[config.mk]
export PLATFORM = sky130hd
export DESIGN_NAME = tsc_timer
export DESIGN_NICKNAME = d
export VERILOG_FILES = /design/src/tsc_pkg.sv /design/src/tsc_match.sv /design/src/tsc_timer.sv
export SDC_FILE = /design/constraint.sdc
export NUM_CORES = 1
export LEC_CHECK = 0
export BUFFER_PORTS_ARGS = -buffer_cell sky130_fd_sc_hd__buf_2
export CAP_MARGIN = 20
export CORE_MARGIN = 5
export CORE_UTILIZATION = 53
export CTS_CLUSTER_DIAMETER = 80
export DETAILED_ROUTE_END_ITERATION = 10
export PLACE_DENSITY = 0.89
export SLEW_MARGIN = 25
export SYNTH_ARGS = -nofsm -noshare
export SYNTH_HDL_FRONTEND = slang
export SYNTH_SLANG_ARGS = --single-unit
[constraint.sdc]
create_clock -name hclk -period 2.95 [get_ports hclk]
set_input_delay 0.1475 -clock hclk [delete_from_list [all_inputs] [get_ports hclk]]
set_output_delay 0.1475 -clock hclk [all_outputs]
set_load 0.01 [all_outputs]
[src/tsc_pkg.sv]
// constants shared by the timer control/status block
package tsc_pkg;
  // register indices as printed; the byte address is four times the index
  localparam logic [29:0] IDX_CTRL_STATUS = 30'h00ffff6b;
  localparam logic [29:0] IDX_TIME_CONST_A = 30'h00ffff6d;
  localparam logic [29:0] IDX_TIME_CONST_B = 30'h00ffff6e;
  localparam logic [29:0] IDX_UP_COUNTER = 30'h00ffff71;
  localparam logic [29:0] IDX_RUN_CTRL = 30'h00ffff80;
  localparam logic [29:0] IDX_IRQ_STATUS = 30'h00ffff81;
  localparam logic [29:0] IDX_IRQ_MASK = 30'h00ffff82;

  // register select codes held through the data phase
  localparam logic [2:0] SEL_NONE = 3'h0;
  localparam logic [2:0] SEL_CS = 3'h1;
  localparam logic [2:0] SEL_TCA = 3'h2;
  localparam logic [2:0] SEL_TCB = 3'h3;
  localparam logic [2:0] SEL_CNT = 3'h4;
  localparam logic [2:0] SEL_RUN = 3'h5;
  localparam logic [2:0] SEL_ISTAT = 3'h6;
  localparam logic [2:0] SEL_IMASK = 3'h7;

  // control/status field positions
  localparam int BIT_MATCH_B_FLAG = 7;
  localparam int BIT_MATCH_A_FLAG = 6;
  localparam int BIT_WRAP_FLAG = 5;
  localparam int BIT_CONV_TRIG_EN = 4;
  localparam int BIT_OS_B_HI = 3;
  localparam int BIT_OS_B_LO = 2;
  localparam int BIT_OS_A_HI = 1;
  localparam int BIT_OS_A_LO = 0;

  // interrupt status and mask bit positions
  localparam int IRQ_WRAP = 0;
  localparam int IRQ_MATCH_A = 1;
  localparam int IRQ_MATCH_B = 2;

  // output-select encodings
  localparam logic [1:0] OS_HOLD = 2'h0;
  localparam logic [1:0] OS_LOW = 2'h1;
  localparam logic [1:0] OS_HIGH = 2'h2;
  localparam logic [1:0] OS_TOGGLE = 2'h3;

  // values after reset, plus the counter maximum and step
  localparam logic [7:0] RST_CTRL_STATUS = 8'h00;
  localparam logic [7:0] RST_COUNTER = 8'h00;
  localparam logic [7:0] RST_TIME_CONST = 8'hff;
  localparam logic [7:0] CNT_MAX = 8'hff;
  localparam logic [7:0] CNT_STEP = 8'h01;
endpackage

[src/tsc_match.sv]
// one compare unit: counter against a time constant
module tsc_match (
  input wire logic [7:0] count,
  input wire logic [7:0] constant,
  input wire logic suppress,
  output logic match
);
  // a pending constant write blocks the compare for that cycle
  assign match = !suppress && (count == constant);
endmodule

[src/tsc_timer.sv]
// timer channel: counter, compare, control/status register and AHB-Lite slave
// Functional notes
// - counter equal to constant B sets the B match flag, bit 7.
// - counter equal to constant A sets the A match flag, bit 6.
// - counter overflow sets the wrap flag, bit 5.
// - bit 4 gates the conversion start request made on match A.
// - output select B of 00 leaves the output pin unchanged on match B.
// - output select A of 00 leaves the output pin unchanged on match A.
// - flags, trigger enable and output selects share one 8-bit register.
// - each counter wrap from ff to 00 sets the wrap flag.
// - compare runs always except in the data phase of a constant write.
// - counter is an 8-bit readable, writable up counter starting at zero.
module tsc_timer
  import tsc_pkg::*;
(
  input wire logic hclk,
  input wire logic hresetn,
  input wire logic ce,
  input wire logic hsel,
  input wire logic [31:0] haddr,
  input wire logic [1:0] htrans,
  input wire logic hwrite,
  input wire logic [2:0] hsize,
  input wire logic [31:0] hwdata,
  input wire logic hready,
  output logic [31:0] hrdata,
  output logic hreadyout,
  output logic hresp,
  output logic timer_output_pin,
  output logic conv_start,
  output logic irq
);

  typedef struct packed {
    logic dp_valid;
    logic dp_write;
    logic [2:0] dp_sel;
    logic [7:0] up_counter;
    logic [7:0] time_constant_a;
    logic [7:0] time_constant_b;
    logic [7:0] timer_ctrl_status;
    logic [2:0] flag_seen;
    logic run;
    logic match_a_d;
    logic match_b_d;
    logic [2:0] irq_status;
    logic [2:0] irq_mask;
    logic pin;
    logic trig;
    logic irq;
    logic rdy;
    logic resp;
    logic [31:0] rdata;
  } tsc_state_s;

  tsc_state_s s_ff;
  tsc_state_s nxt_s;

  logic wr_now;
  logic suppress;
  logic match_a;
  logic match_b;
  logic ev_a;
  logic ev_b;
  logic inc;
  logic wrap_ev;
  logic addr_phase;
  logic [2:0] addr_sel;
  logic [7:0] rd_byte;
  logic [1:0] os_a;
  logic [1:0] os_b;

  // address decode of the word index; unmapped words read zero, ignore writes
  always_comb begin
    case (haddr[31:2])
      IDX_CTRL_STATUS: addr_sel = SEL_CS;
      IDX_TIME_CONST_A: addr_sel = SEL_TCA;
      IDX_TIME_CONST_B: addr_sel = SEL_TCB;
      IDX_UP_COUNTER: addr_sel = SEL_CNT;
      IDX_RUN_CTRL: addr_sel = SEL_RUN;
      IDX_IRQ_STATUS: addr_sel = SEL_ISTAT;
      IDX_IRQ_MASK: addr_sel = SEL_IMASK;
      default: addr_sel = SEL_NONE;
    endcase
  end

  // write data phase; a constant write blanks both compares that cycle
  assign wr_now = s_ff.dp_valid && s_ff.dp_write;
  assign suppress = wr_now && (s_ff.dp_sel == SEL_TCA || s_ff.dp_sel == SEL_TCB);
  assign addr_phase = hsel && hready && htrans[1];

  tsc_match u_match_a (
    .count(s_ff.up_counter),
    .constant(s_ff.time_constant_a),
    .suppress(suppress),
    .match(match_a)
  );

  tsc_match u_match_b (
    .count(s_ff.up_counter),
    .constant(s_ff.time_constant_b),
    .suppress(suppress),
    .match(match_b)
  );

  // events fire on the rising edge of a match, so a stopped counter
  // sitting on a constant does not re-trigger the pin every cycle
  assign ev_a = match_a && !s_ff.match_a_d;
  assign ev_b = match_b && !s_ff.match_b_d;
  // a software write to the counter beats the increment
  assign inc = s_ff.run && !(wr_now && s_ff.dp_sel == SEL_CNT);
  assign wrap_ev = inc && (s_ff.up_counter == CNT_MAX);
  assign os_a = s_ff.timer_ctrl_status[BIT_OS_A_HI:BIT_OS_A_LO];
  assign os_b = s_ff.timer_ctrl_status[BIT_OS_B_HI:BIT_OS_B_LO];

  // next-state logic for the whole block
  always_comb begin
    nxt_s = s_ff;
    rd_byte = 8'h00;
    nxt_s.match_a_d = match_a;
    nxt_s.match_b_d = match_b;
    nxt_s.resp = 1'b0;
    nxt_s.rdy = 1'b1;

    // counter: write, else count up and roll over
    if (wr_now && s_ff.dp_sel == SEL_CNT) begin
      nxt_s.up_counter = hwdata[7:0];
    end else if (inc) begin
      nxt_s.up_counter = s_ff.up_counter + CNT_STEP;
    end

    if (wr_now && s_ff.dp_sel == SEL_TCA) begin
      nxt_s.time_constant_a = hwdata[7:0];
    end
    if (wr_now && s_ff.dp_sel == SEL_TCB) begin
      nxt_s.time_constant_b = hwdata[7:0];
    end
    if (wr_now && s_ff.dp_sel == SEL_RUN) begin
      nxt_s.run = hwdata[0];
    end
    if (wr_now && s_ff.dp_sel == SEL_IMASK) begin
      nxt_s.irq_mask = hwdata[2:0];
    end

    // control/status write: plain bits load, a flag clears only on 0 after seen as 1
    if (wr_now && s_ff.dp_sel == SEL_CS) begin
      nxt_s.timer_ctrl_status[BIT_CONV_TRIG_EN:0] = hwdata[BIT_CONV_TRIG_EN:0];
      for (int i = 0; i < 3; i++) begin
        if (!hwdata[BIT_WRAP_FLAG + i] && s_ff.flag_seen[i]) begin
          nxt_s.timer_ctrl_status[BIT_WRAP_FLAG + i] = 1'b0;
          nxt_s.flag_seen[i] = 1'b0;
        end
      end
    end

    // hardware sets come last so an event in a clearing cycle is kept
    if (ev_b) begin
      nxt_s.timer_ctrl_status[BIT_MATCH_B_FLAG] = 1'b1;
    end
    if (ev_a) begin
      nxt_s.timer_ctrl_status[BIT_MATCH_A_FLAG] = 1'b1;
    end
    if (wrap_ev) begin
      nxt_s.timer_ctrl_status[BIT_WRAP_FLAG] = 1'b1;
    end

    // interrupt status: write one to clear, set wins
    if (wr_now && s_ff.dp_sel == SEL_ISTAT) begin
      nxt_s.irq_status = s_ff.irq_status & ~hwdata[2:0];
    end
    nxt_s.irq_status[IRQ_WRAP] = nxt_s.irq_status[IRQ_WRAP] | wrap_ev;
    nxt_s.irq_status[IRQ_MATCH_A] = nxt_s.irq_status[IRQ_MATCH_A] | ev_a;
    nxt_s.irq_status[IRQ_MATCH_B] = nxt_s.irq_status[IRQ_MATCH_B] | ev_b;
    nxt_s.irq = |(nxt_s.irq_status & nxt_s.irq_mask);

    // conversion start pulse, gated by the trigger enable
    nxt_s.trig = ev_a && s_ff.timer_ctrl_status[BIT_CONV_TRIG_EN];

    // output pin: B applied first, A last, so A wins a tie
    if (ev_b) begin
      case (os_b)
        OS_HOLD: nxt_s.pin = nxt_s.pin;
        OS_LOW: nxt_s.pin = 1'b0;
        OS_HIGH: nxt_s.pin = 1'b1;
        OS_TOGGLE: nxt_s.pin = !nxt_s.pin;
        default: nxt_s.pin = nxt_s.pin;
      endcase
    end
    if (ev_a) begin
      case (os_a)
        OS_HOLD: nxt_s.pin = nxt_s.pin;
        OS_LOW: nxt_s.pin = 1'b0;
        OS_HIGH: nxt_s.pin = 1'b1;
        OS_TOGGLE: nxt_s.pin = !nxt_s.pin;
        default: nxt_s.pin = nxt_s.pin;
      endcase
    end

    // read data comes from the next state so a read right after a write
    // sees the written value; zero wait states, so it is latched now
    case (addr_sel)
      SEL_CS: rd_byte = nxt_s.timer_ctrl_status;
      SEL_TCA: rd_byte = nxt_s.time_constant_a;
      SEL_TCB: rd_byte = nxt_s.time_constant_b;
      SEL_CNT: rd_byte = nxt_s.up_counter;
      SEL_RUN: rd_byte = {7'h00, nxt_s.run};
      SEL_ISTAT: rd_byte = {5'h00, nxt_s.irq_status};
      SEL_IMASK: rd_byte = {5'h00, nxt_s.irq_mask};
      default: rd_byte = 8'h00;
    endcase

    // address phase capture; hsize is ignored, only whole words are used
    nxt_s.dp_valid = addr_phase;
    nxt_s.dp_write = addr_phase && hwrite;
    nxt_s.dp_sel = addr_phase ? addr_sel : SEL_NONE;
    if (addr_phase && !hwrite) begin
      nxt_s.rdata = {24'h000000, rd_byte};
      if (addr_sel == SEL_CS) begin
        // flags seen as 1 now arm the clear-by-zero
        nxt_s.flag_seen = nxt_s.flag_seen |
          nxt_s.timer_ctrl_status[BIT_MATCH_B_FLAG:BIT_WRAP_FLAG];
      end
    end
  end

  // all state in one register; clock enable low freezes everything
  always_ff @(posedge hclk or negedge hresetn) begin
    if (!hresetn) begin
      s_ff <= '0;
      s_ff.up_counter <= RST_COUNTER;
      s_ff.time_constant_a <= RST_TIME_CONST;
      s_ff.time_constant_b <= RST_TIME_CONST;
      s_ff.timer_ctrl_status <= RST_CTRL_STATUS;
      s_ff.rdy <= 1'b1;
    end else if (ce) begin
      s_ff <= nxt_s;
    end
  end

  assign hrdata = s_ff.rdata;
  assign hreadyout = s_ff.rdy;
  assign hresp = s_ff.resp;
  assign timer_output_pin = s_ff.pin;
  assign conv_start = s_ff.trig;
  assign irq = s_ff.irq;
endmodule

==> reports/metrics.yaml, run 1 <==
yosys.area.top_type_share: 0.266
initial_core_util: 0.539
pwr-share-seq: 0.485
setup_viol: 0
cts.sinks: 60
ant_nets: 0
path_cells: "or3_1 > mux2_2 > a22o_1 > a221oi_1 > o21ai_0"
synth_edf_count: 0
drv_cap: 0
syn_inst: 447
drive_gt1_frac: 0.283
worst_slew_pin_slew_ps: 894
switchingPower_uw: 615
clock.fmax_ghz: 0.409
pwr-share-clk: 0.327
yosysTopAreaCell: "dfrtp_1"
routed_wl_um: 11700
yosysMostFrequentCell: "dfrtp_1"
status: "finished clean"
slew_violations: 0
period_needed_ps: 2440
finalHoldViolations: 0
cts_root_buffer: "clkbuf_8"
min_path_type: "input pin to flip-flop"
dieHeight_um: 98.4
gp_congestion: 0.931
synth_area_leaders: "dfrtp_1 27%, dfstp_2 10%, mux2_2 8.4%, buf_4 6.2%, mux2i_1 4.6%"
fillCellCount: 664
chipWidth_um: 98.4
p_sw_frac: 0.305
nNetsFinal: 560
grt_pass1_wl_um: 18600
met1_usage: 0.315
antennaDiodeCount: 0
p_int_mw: 1.40
crit_path_end_kind: "flip-flop"
clk_latency_ps: 350
gr-max-usage-layer: "met2"
grt_max_degree: 44
numPortBuffers: 55
cts_setup_buffers: 0
rsz0062_at_grt: "no"
globalRouteMet3Util: 0.0736
p_per_area_nw_per_um2: 446
post_drt_wl_per_cell_um: 19.9
synth_area_um2: 4140
hpwl_um: 8740
cts_tree: "built"
p_comb_frac: 0.188
irDropWorstVdd_uv: 268
grt_pass1_vias: 3559
area.growth.synth_to_final_pct: 9.09
holdWs_ps: 62.8
synth-async-reset-ratio: 1.00
first_pass_iters: 5
drtIter0Drc: 386
crit_slowest_cell: "or3_1"
antenna_found_initial: 0
ys_ff_latch: 60
num_vias: 3700
leakage_nw: 2.00
cts.reportedPaths.clkPinSlew_ps: 70
max_slew_margin: 0.402
num_rows: 32
core_um2: 7690
synth.distinct_cells: 71
htreeDepth: 3
cts_buffers: 9
via_per_inst: 6.27
required_ps: 3170
synth_flop_cell: "dfrtp_1"
die-area_um2: 9680
grt_overflow_total: 0
grtUsageTotal: 0.242
yosysSeqAreaShare: 0.367
io_pins: 112
finClkSkew_ps: 7.71
fin_tns_setup_ps: 0
synth.avg_cell_area_um2: 9.27
worst-path-max-fanout: 12
cts_buffer_depth: 2
synth_commonest_cells: "44 x dfrtp_1, 38 x nand2_1, 34 x buf_4"
critPathKind: "flip-flop to flip-flop"
cp.arrival_ps: 2660
grtUsageMet2: 0.379
post_cts_resized: 0
drcViolationCount: 0
cp-start-kind: "flip-flop"
period_share: 0.829
yosysWarnings: 0
max_stage_delay_ps: 640
==> cells by family after synthesis <==
logic type | after synthesis | synth area share
buffers and inverters | 72 | 0.0966
multiplexers | 50 | 0.130
AO/OA/AOI/OAI | 102 | 0.177
flip-flops | 60 | 0.367
XOR/XNOR | 26 | 0.0550
AND/OR/NAND/NOR | 134 | 0.169
other | 2 | 0.00181
adder cells (fa/ha/maj) | 1 | 0.00302
==> worst max-delay path, delay by kind of cell, from the launching register on <==
family,cells,cell delay (ps)
flip-flops,1,540
AO/OA/AOI/OAI,3,740
AND/OR/NAND/NOR,1,640
multiplexers,1,380
==> path summary, 6_finish.rpt <==
check                          from  cells after the start               end  slack, ps
max                        s_ff[81]                      5         hrdata[1]        510
min                          hwrite                      3          s_ff[84]         60
max reg2reg                s_ff[81]                      5         hrdata[1]        510
min reg2reg                     irq                      1               irq        500
max in group asynchronous   hresetn                      3          s_ff[41]       1780
min in group asynchronous   hresetn                      2  timer_output_pin        260
==> registers in the layout, summed over array words and instances (netlist names) <==
register / cells
hrdata: 8
conv_start: 1
timer_output_pin: 1
irq: 1
os_a: 2
os_b: 2
s_ff: 45
==> metal layers <==
layer	routed length (um)	part of all wire
met1	4700	0.40
met2	5400	0.46
met3	1300	0.11
met4	324	0.028
met5	0	0
==> layout by cell type (no fill, tap or decap), types with 3 or more instances in the layout <==
cell / count
buf_2: 55
dfrtp_1: 44
nand2_1: 38
nor2_1: 32
mux2_2: 31
conb_1: 26
o21ai_0: 23
a21oi_1: 19
mux2i_1: 19
dfstp_2: 16
xor2_1: 13
nand4_1: 13
xnor2_1: 13
clkbuf_8: 11
nand3_1: 10
buf_4: 10
inv_1: 7
nor3_1: 6
nand2b_1: 5
nor4_1: 4
or2_2: 4
o211ai_1: 4
o31ai_1: 4
a221oi_1: 4
o2bb2ai_1: 4
and4b_1: 3
a311o_1: 3
a31oi_1: 3
a22o_1: 3
==> power by group through the flow <==
stage / Clock, mW / Combinational (mW) / Sequential [mW]
floorplan: 0 / 0.313 / 0.938
global placement: 0 / 0.355 / 0.984
detailed placement: 0 / 0.369 / 0.989
CTS: 0.667 / 0.373 / 0.975
global route: 0.706 / 0.411 / 0.987
finish: 0.659 / 0.379 / 0.978
==> what timing repair did <==
action,CTS,global route
setup endpoints to repair,0,0
hold buffers,1,0
endpoints found under the hold margin,17,0
==> through the flow <==
| stage | std cells | area [um2] | total power, mW | worst slack [ps] | util |
|---|---|---|---|---|---|
| 2_1_floorplan | 471 | 4230 | 1.25 | 910 | - |
| 3_3_place_gp | 574 | 4340 | 1.34 | 565 | 0.565 |
| 3_5_place_dp | 574 | 4340 | 1.36 | 530 | 0.565 |
| 4_1_cts | 590 | 4520 | 2.01 | 566 | 0.588 |
| 5_1_grt | 590 | 4520 | 2.10 | 451 | 0.588 |
| 6_report | 590 | 4520 | 2.02 | 505 | 0.588 |
==> area by class of cell <==
class                      count  area, um2  share of cell area
clock buffer                  13        159              0.0352
clock inverter                 2       10.0             0.00221
multi-input combinational    339       2310               0.511
sequential                    60       1520               0.337
timing repair buffer          66        360              0.0797
tap                          102        128              0.0282
inverter                       8       30.0             0.00664
Power figures use the tool's default switching activity.
==> inputs of run 2 (changes only) <==
--- a/config.mk
+++ b/config.mk
@@ -8,10 +8,10 @@
 export BUFFER_PORTS_ARGS = -buffer_cell sky130_fd_sc_hd__buf_2
 export CAP_MARGIN = 20
 export CORE_MARGIN = 5
-export CORE_UTILIZATION = 53
+export CORE_UTILIZATION = 48
 export CTS_CLUSTER_DIAMETER = 80
 export DETAILED_ROUTE_END_ITERATION = 10
-export PLACE_DENSITY = 0.89
+export PLACE_DENSITY = 0.86
 export SLEW_MARGIN = 25
 export SYNTH_ARGS = -nofsm -noshare
 export SYNTH_HDL_FRONTEND = slang
==> constraint.sdc (replaced) <==
create_clock -name hclk -period 2.1 [get_ports hclk]
set_input_delay 0.105 -clock hclk [delete_from_list [all_inputs] [get_ports hclk]]
set_output_delay 0.105 -clock hclk [all_outputs]
set_load 0.01 [all_outputs]
==> run 2 against run 1 <==
Clock skew is 2.0 ps higher. Sequential power is 37% higher. Utilization increased by 1.9 points. Hold slack got worse by 47 ps. Setup slack got worse by 480 ps. Critical endpoint unchanged. Critical path type unchanged. Power grew 57%. Clock power grew 61%. Sequential share of layout area fell by 3.4 points. Global-route usage barely moved.
==> reports/metrics.yaml, run 2 (synthesis gave the netlist of run 1 again) <==
status: "finished clean"
critPathKind: "flip-flop to flip-flop"
globalRouteMet3Util: 0.0663  # -0.00730
min_path_type: "input pin to flip-flop"
crit_start: "s_ff[83]"
worst-path-max-fanout: 5  # -7
largest-register: "s_ff"
p_per_area_nw_per_um2: 630  # +41%
hold_start: "hwrite"
met1_usage: 0.303  # -0.0123
nNetsFinal: 607  # +8.4%
drive_gt1_frac: 0.386  # +0.103
crit_slowest_cell: "dfrtp_1"
routed_wl_um: 13000  # +11%
post_drt_wl_per_cell_um: 20.3  # +2.4%
path_cells: "nand3_1 > or3_4 > mux2_2 > a22o_1 > a221oi_2 > o21ai_1"
cts_buffer_depth: 2  # unchanged
grt_overflow_total: 0  # unchanged
finClkSkew_ps: 9.73  # +2.02 ps
initial_core_util: 0.499  # -0.0397
layout_commonest_cell: "buf_4"
antennaDiodeCount: 0  # unchanged
die-area_um2: 10600  # +9.3%
ant_nets: 0  # unchanged
numPortBuffers: 55  # unchanged
htreeDepth: 3  # unchanged
cp-start-kind: "flip-flop"
fillCellCount: 647  # -2.6%
r2r-start: "s_ff[83]"
max_stage_delay_ps: 430  # -210 ps
setup_ws_ps: 25.9  # -479 ps
period_share: 0.988  # +0.159
layout_common_cells: "57 x buf_4, 55 x buf_2, 42 x dfrtp_1, 38 x nand2_1"
rsz0062_at_grt: "yes"
irDropWorstVdd_uv: 384  # +43%
power_mw: 3.17  # +57%
grt_pass1_wl_um: 19600  # +5.2%
clk_latency_ps: 350  # about the same
dieHeight_um: 103  # +4.6%
cts_tree: "built"
core_um2: 8300  # +8.0%
final_cell_area_um2: 5030  # +11%
grt_pass1_vias: 3804  # +6.9%
num_rows: 33  # +3.1%
holdWs_ps: 15.7  # -47.1 ps
worst_slew_pin_slew_ps: 764  # -130 ps
grtUsageTotal: 0.243  # +0.000297
area.growth.synth_to_final_pct: 21.5
via_per_inst: 6.26  # -0.17%
fin_tns_setup_ps: 0  # unchanged
largest_reg_flops: 45  # unchanged
finalHoldViolations: 0  # unchanged
gr-max-usage-layer: "met2"
cts.sinks: 60  # unchanged
hpwl_um: 9320  # +6.6%
cts.reportedPaths.clkPinSlew_ps: 70  # about the same
required_ps: 2330  # -840 ps
cp.arrival_ps: 2300  # -360 ps
drtIter0Drc: 451  # +17%
drcViolationCount: 0  # unchanged
slew_violations: 0  # unchanged
first_pass_iters: 5  # unchanged
max_slew_margin: 0.488  # +0.0856
clock.fmax_ghz: 0.482  # +18%
cts_root_buffer: "clkbuf_8"
place_ws_ps: -111  # -641 ps
crit_path_end_kind: "flip-flop"
num_vias: 4013  # +8.5%
io_pins: 112  # unchanged
chipWidth_um: 103  # +4.6%
drv_cap: 0  # unchanged
grtUsageMet2: 0.406  # +0.0270
period_needed_ps: 2070  # -371 ps
setup_viol: 0  # unchanged
cts_buffers: 9  # unchanged
antenna_found_initial: 0  # unchanged
grt_max_degree: 35  # -20%
leakage_nw: 2.26  # +13%
dpl_cell_area_um2: 4670  # +7.5%
gp_congestion: 0.978  # +5.0%
[run 2: cell count changes in the layout (fill, tap and decap cells not counted), moves of 3 or more]
cell,change
xnor2_2,+3
mux2i_1,-3
buf_4,+47
xnor2_1,-3
[run 2: path summary, 6_finish.rpt]
kind	to	slack [ps]	cells after the start
min in group asynchronous	s_ff[53]	310	2
min reg2reg	hrdata[4]	500	2
max reg2reg	hrdata[1]	30	6
max in group asynchronous	s_ff[60]	1050	3
max	hrdata[1]	30	6
min	s_ff[84]	20	3
[run 2: critical path: cells and delay by family, from the launching register on]
family	cells	cell delay [ps]
mux	1	310
simple gates	2	510
flops	1	430
compound gates	3	700
[run 2: cell type report]
| class | count | area [um2] | area share |
|---|---|---|---|
| multi-input combinational | 339 | 2430 | 0.483 |
| sequential | 60 | 1520 | 0.303 |
| timing repair buffer | 113 | 713 | 0.142 |
| clock buffer | 10 | 138 | 0.0273 |
| tap | 105 | 131 | 0.0261 |
| clock inverter | 6 | 63.8 | 0.0127 |
| inverter | 8 | 30.0 | 0.00597 |
[run 2: through the flow]
step,std cells,util
3_3_place_gp,620,0.562
3_5_place_dp,620,0.562
2_1_floorplan,471,-
5_1_grt,641,0.607
6_report,641,0.607
4_1_cts,639,0.593
[run 2: per-layer routing]
metal	routed length (um)	share of wire	up-vias
li1	-	-	1757
met1	4850	0.37	1938
met2	6210	0.48	273
met3	1580	0.12	45
met4	392	0.030	0
met5	0	0	-
[run 2: what timing repair did]
action | 4_1_cts | 5_1_grt
buffers inserted | 2 | 2
pin swaps | 0 | 7
gates resized for setup | 5 | 20
endpoints found under the hold margin | 17 | 0
hold buffers | 1 | 0
endpoints found under the setup margin | 6 | 8
[run 2: report_power, final]
| part | switching, mW | total (mW) | internal (mW) |
|---|---|---|---|
| Combinational | 0.416 | 0.772 | 0.356 |
| Clock | 0.486 | 1.06 | 0.577 |
| Sequential | 0.0813 | 1.34 | 1.25 |
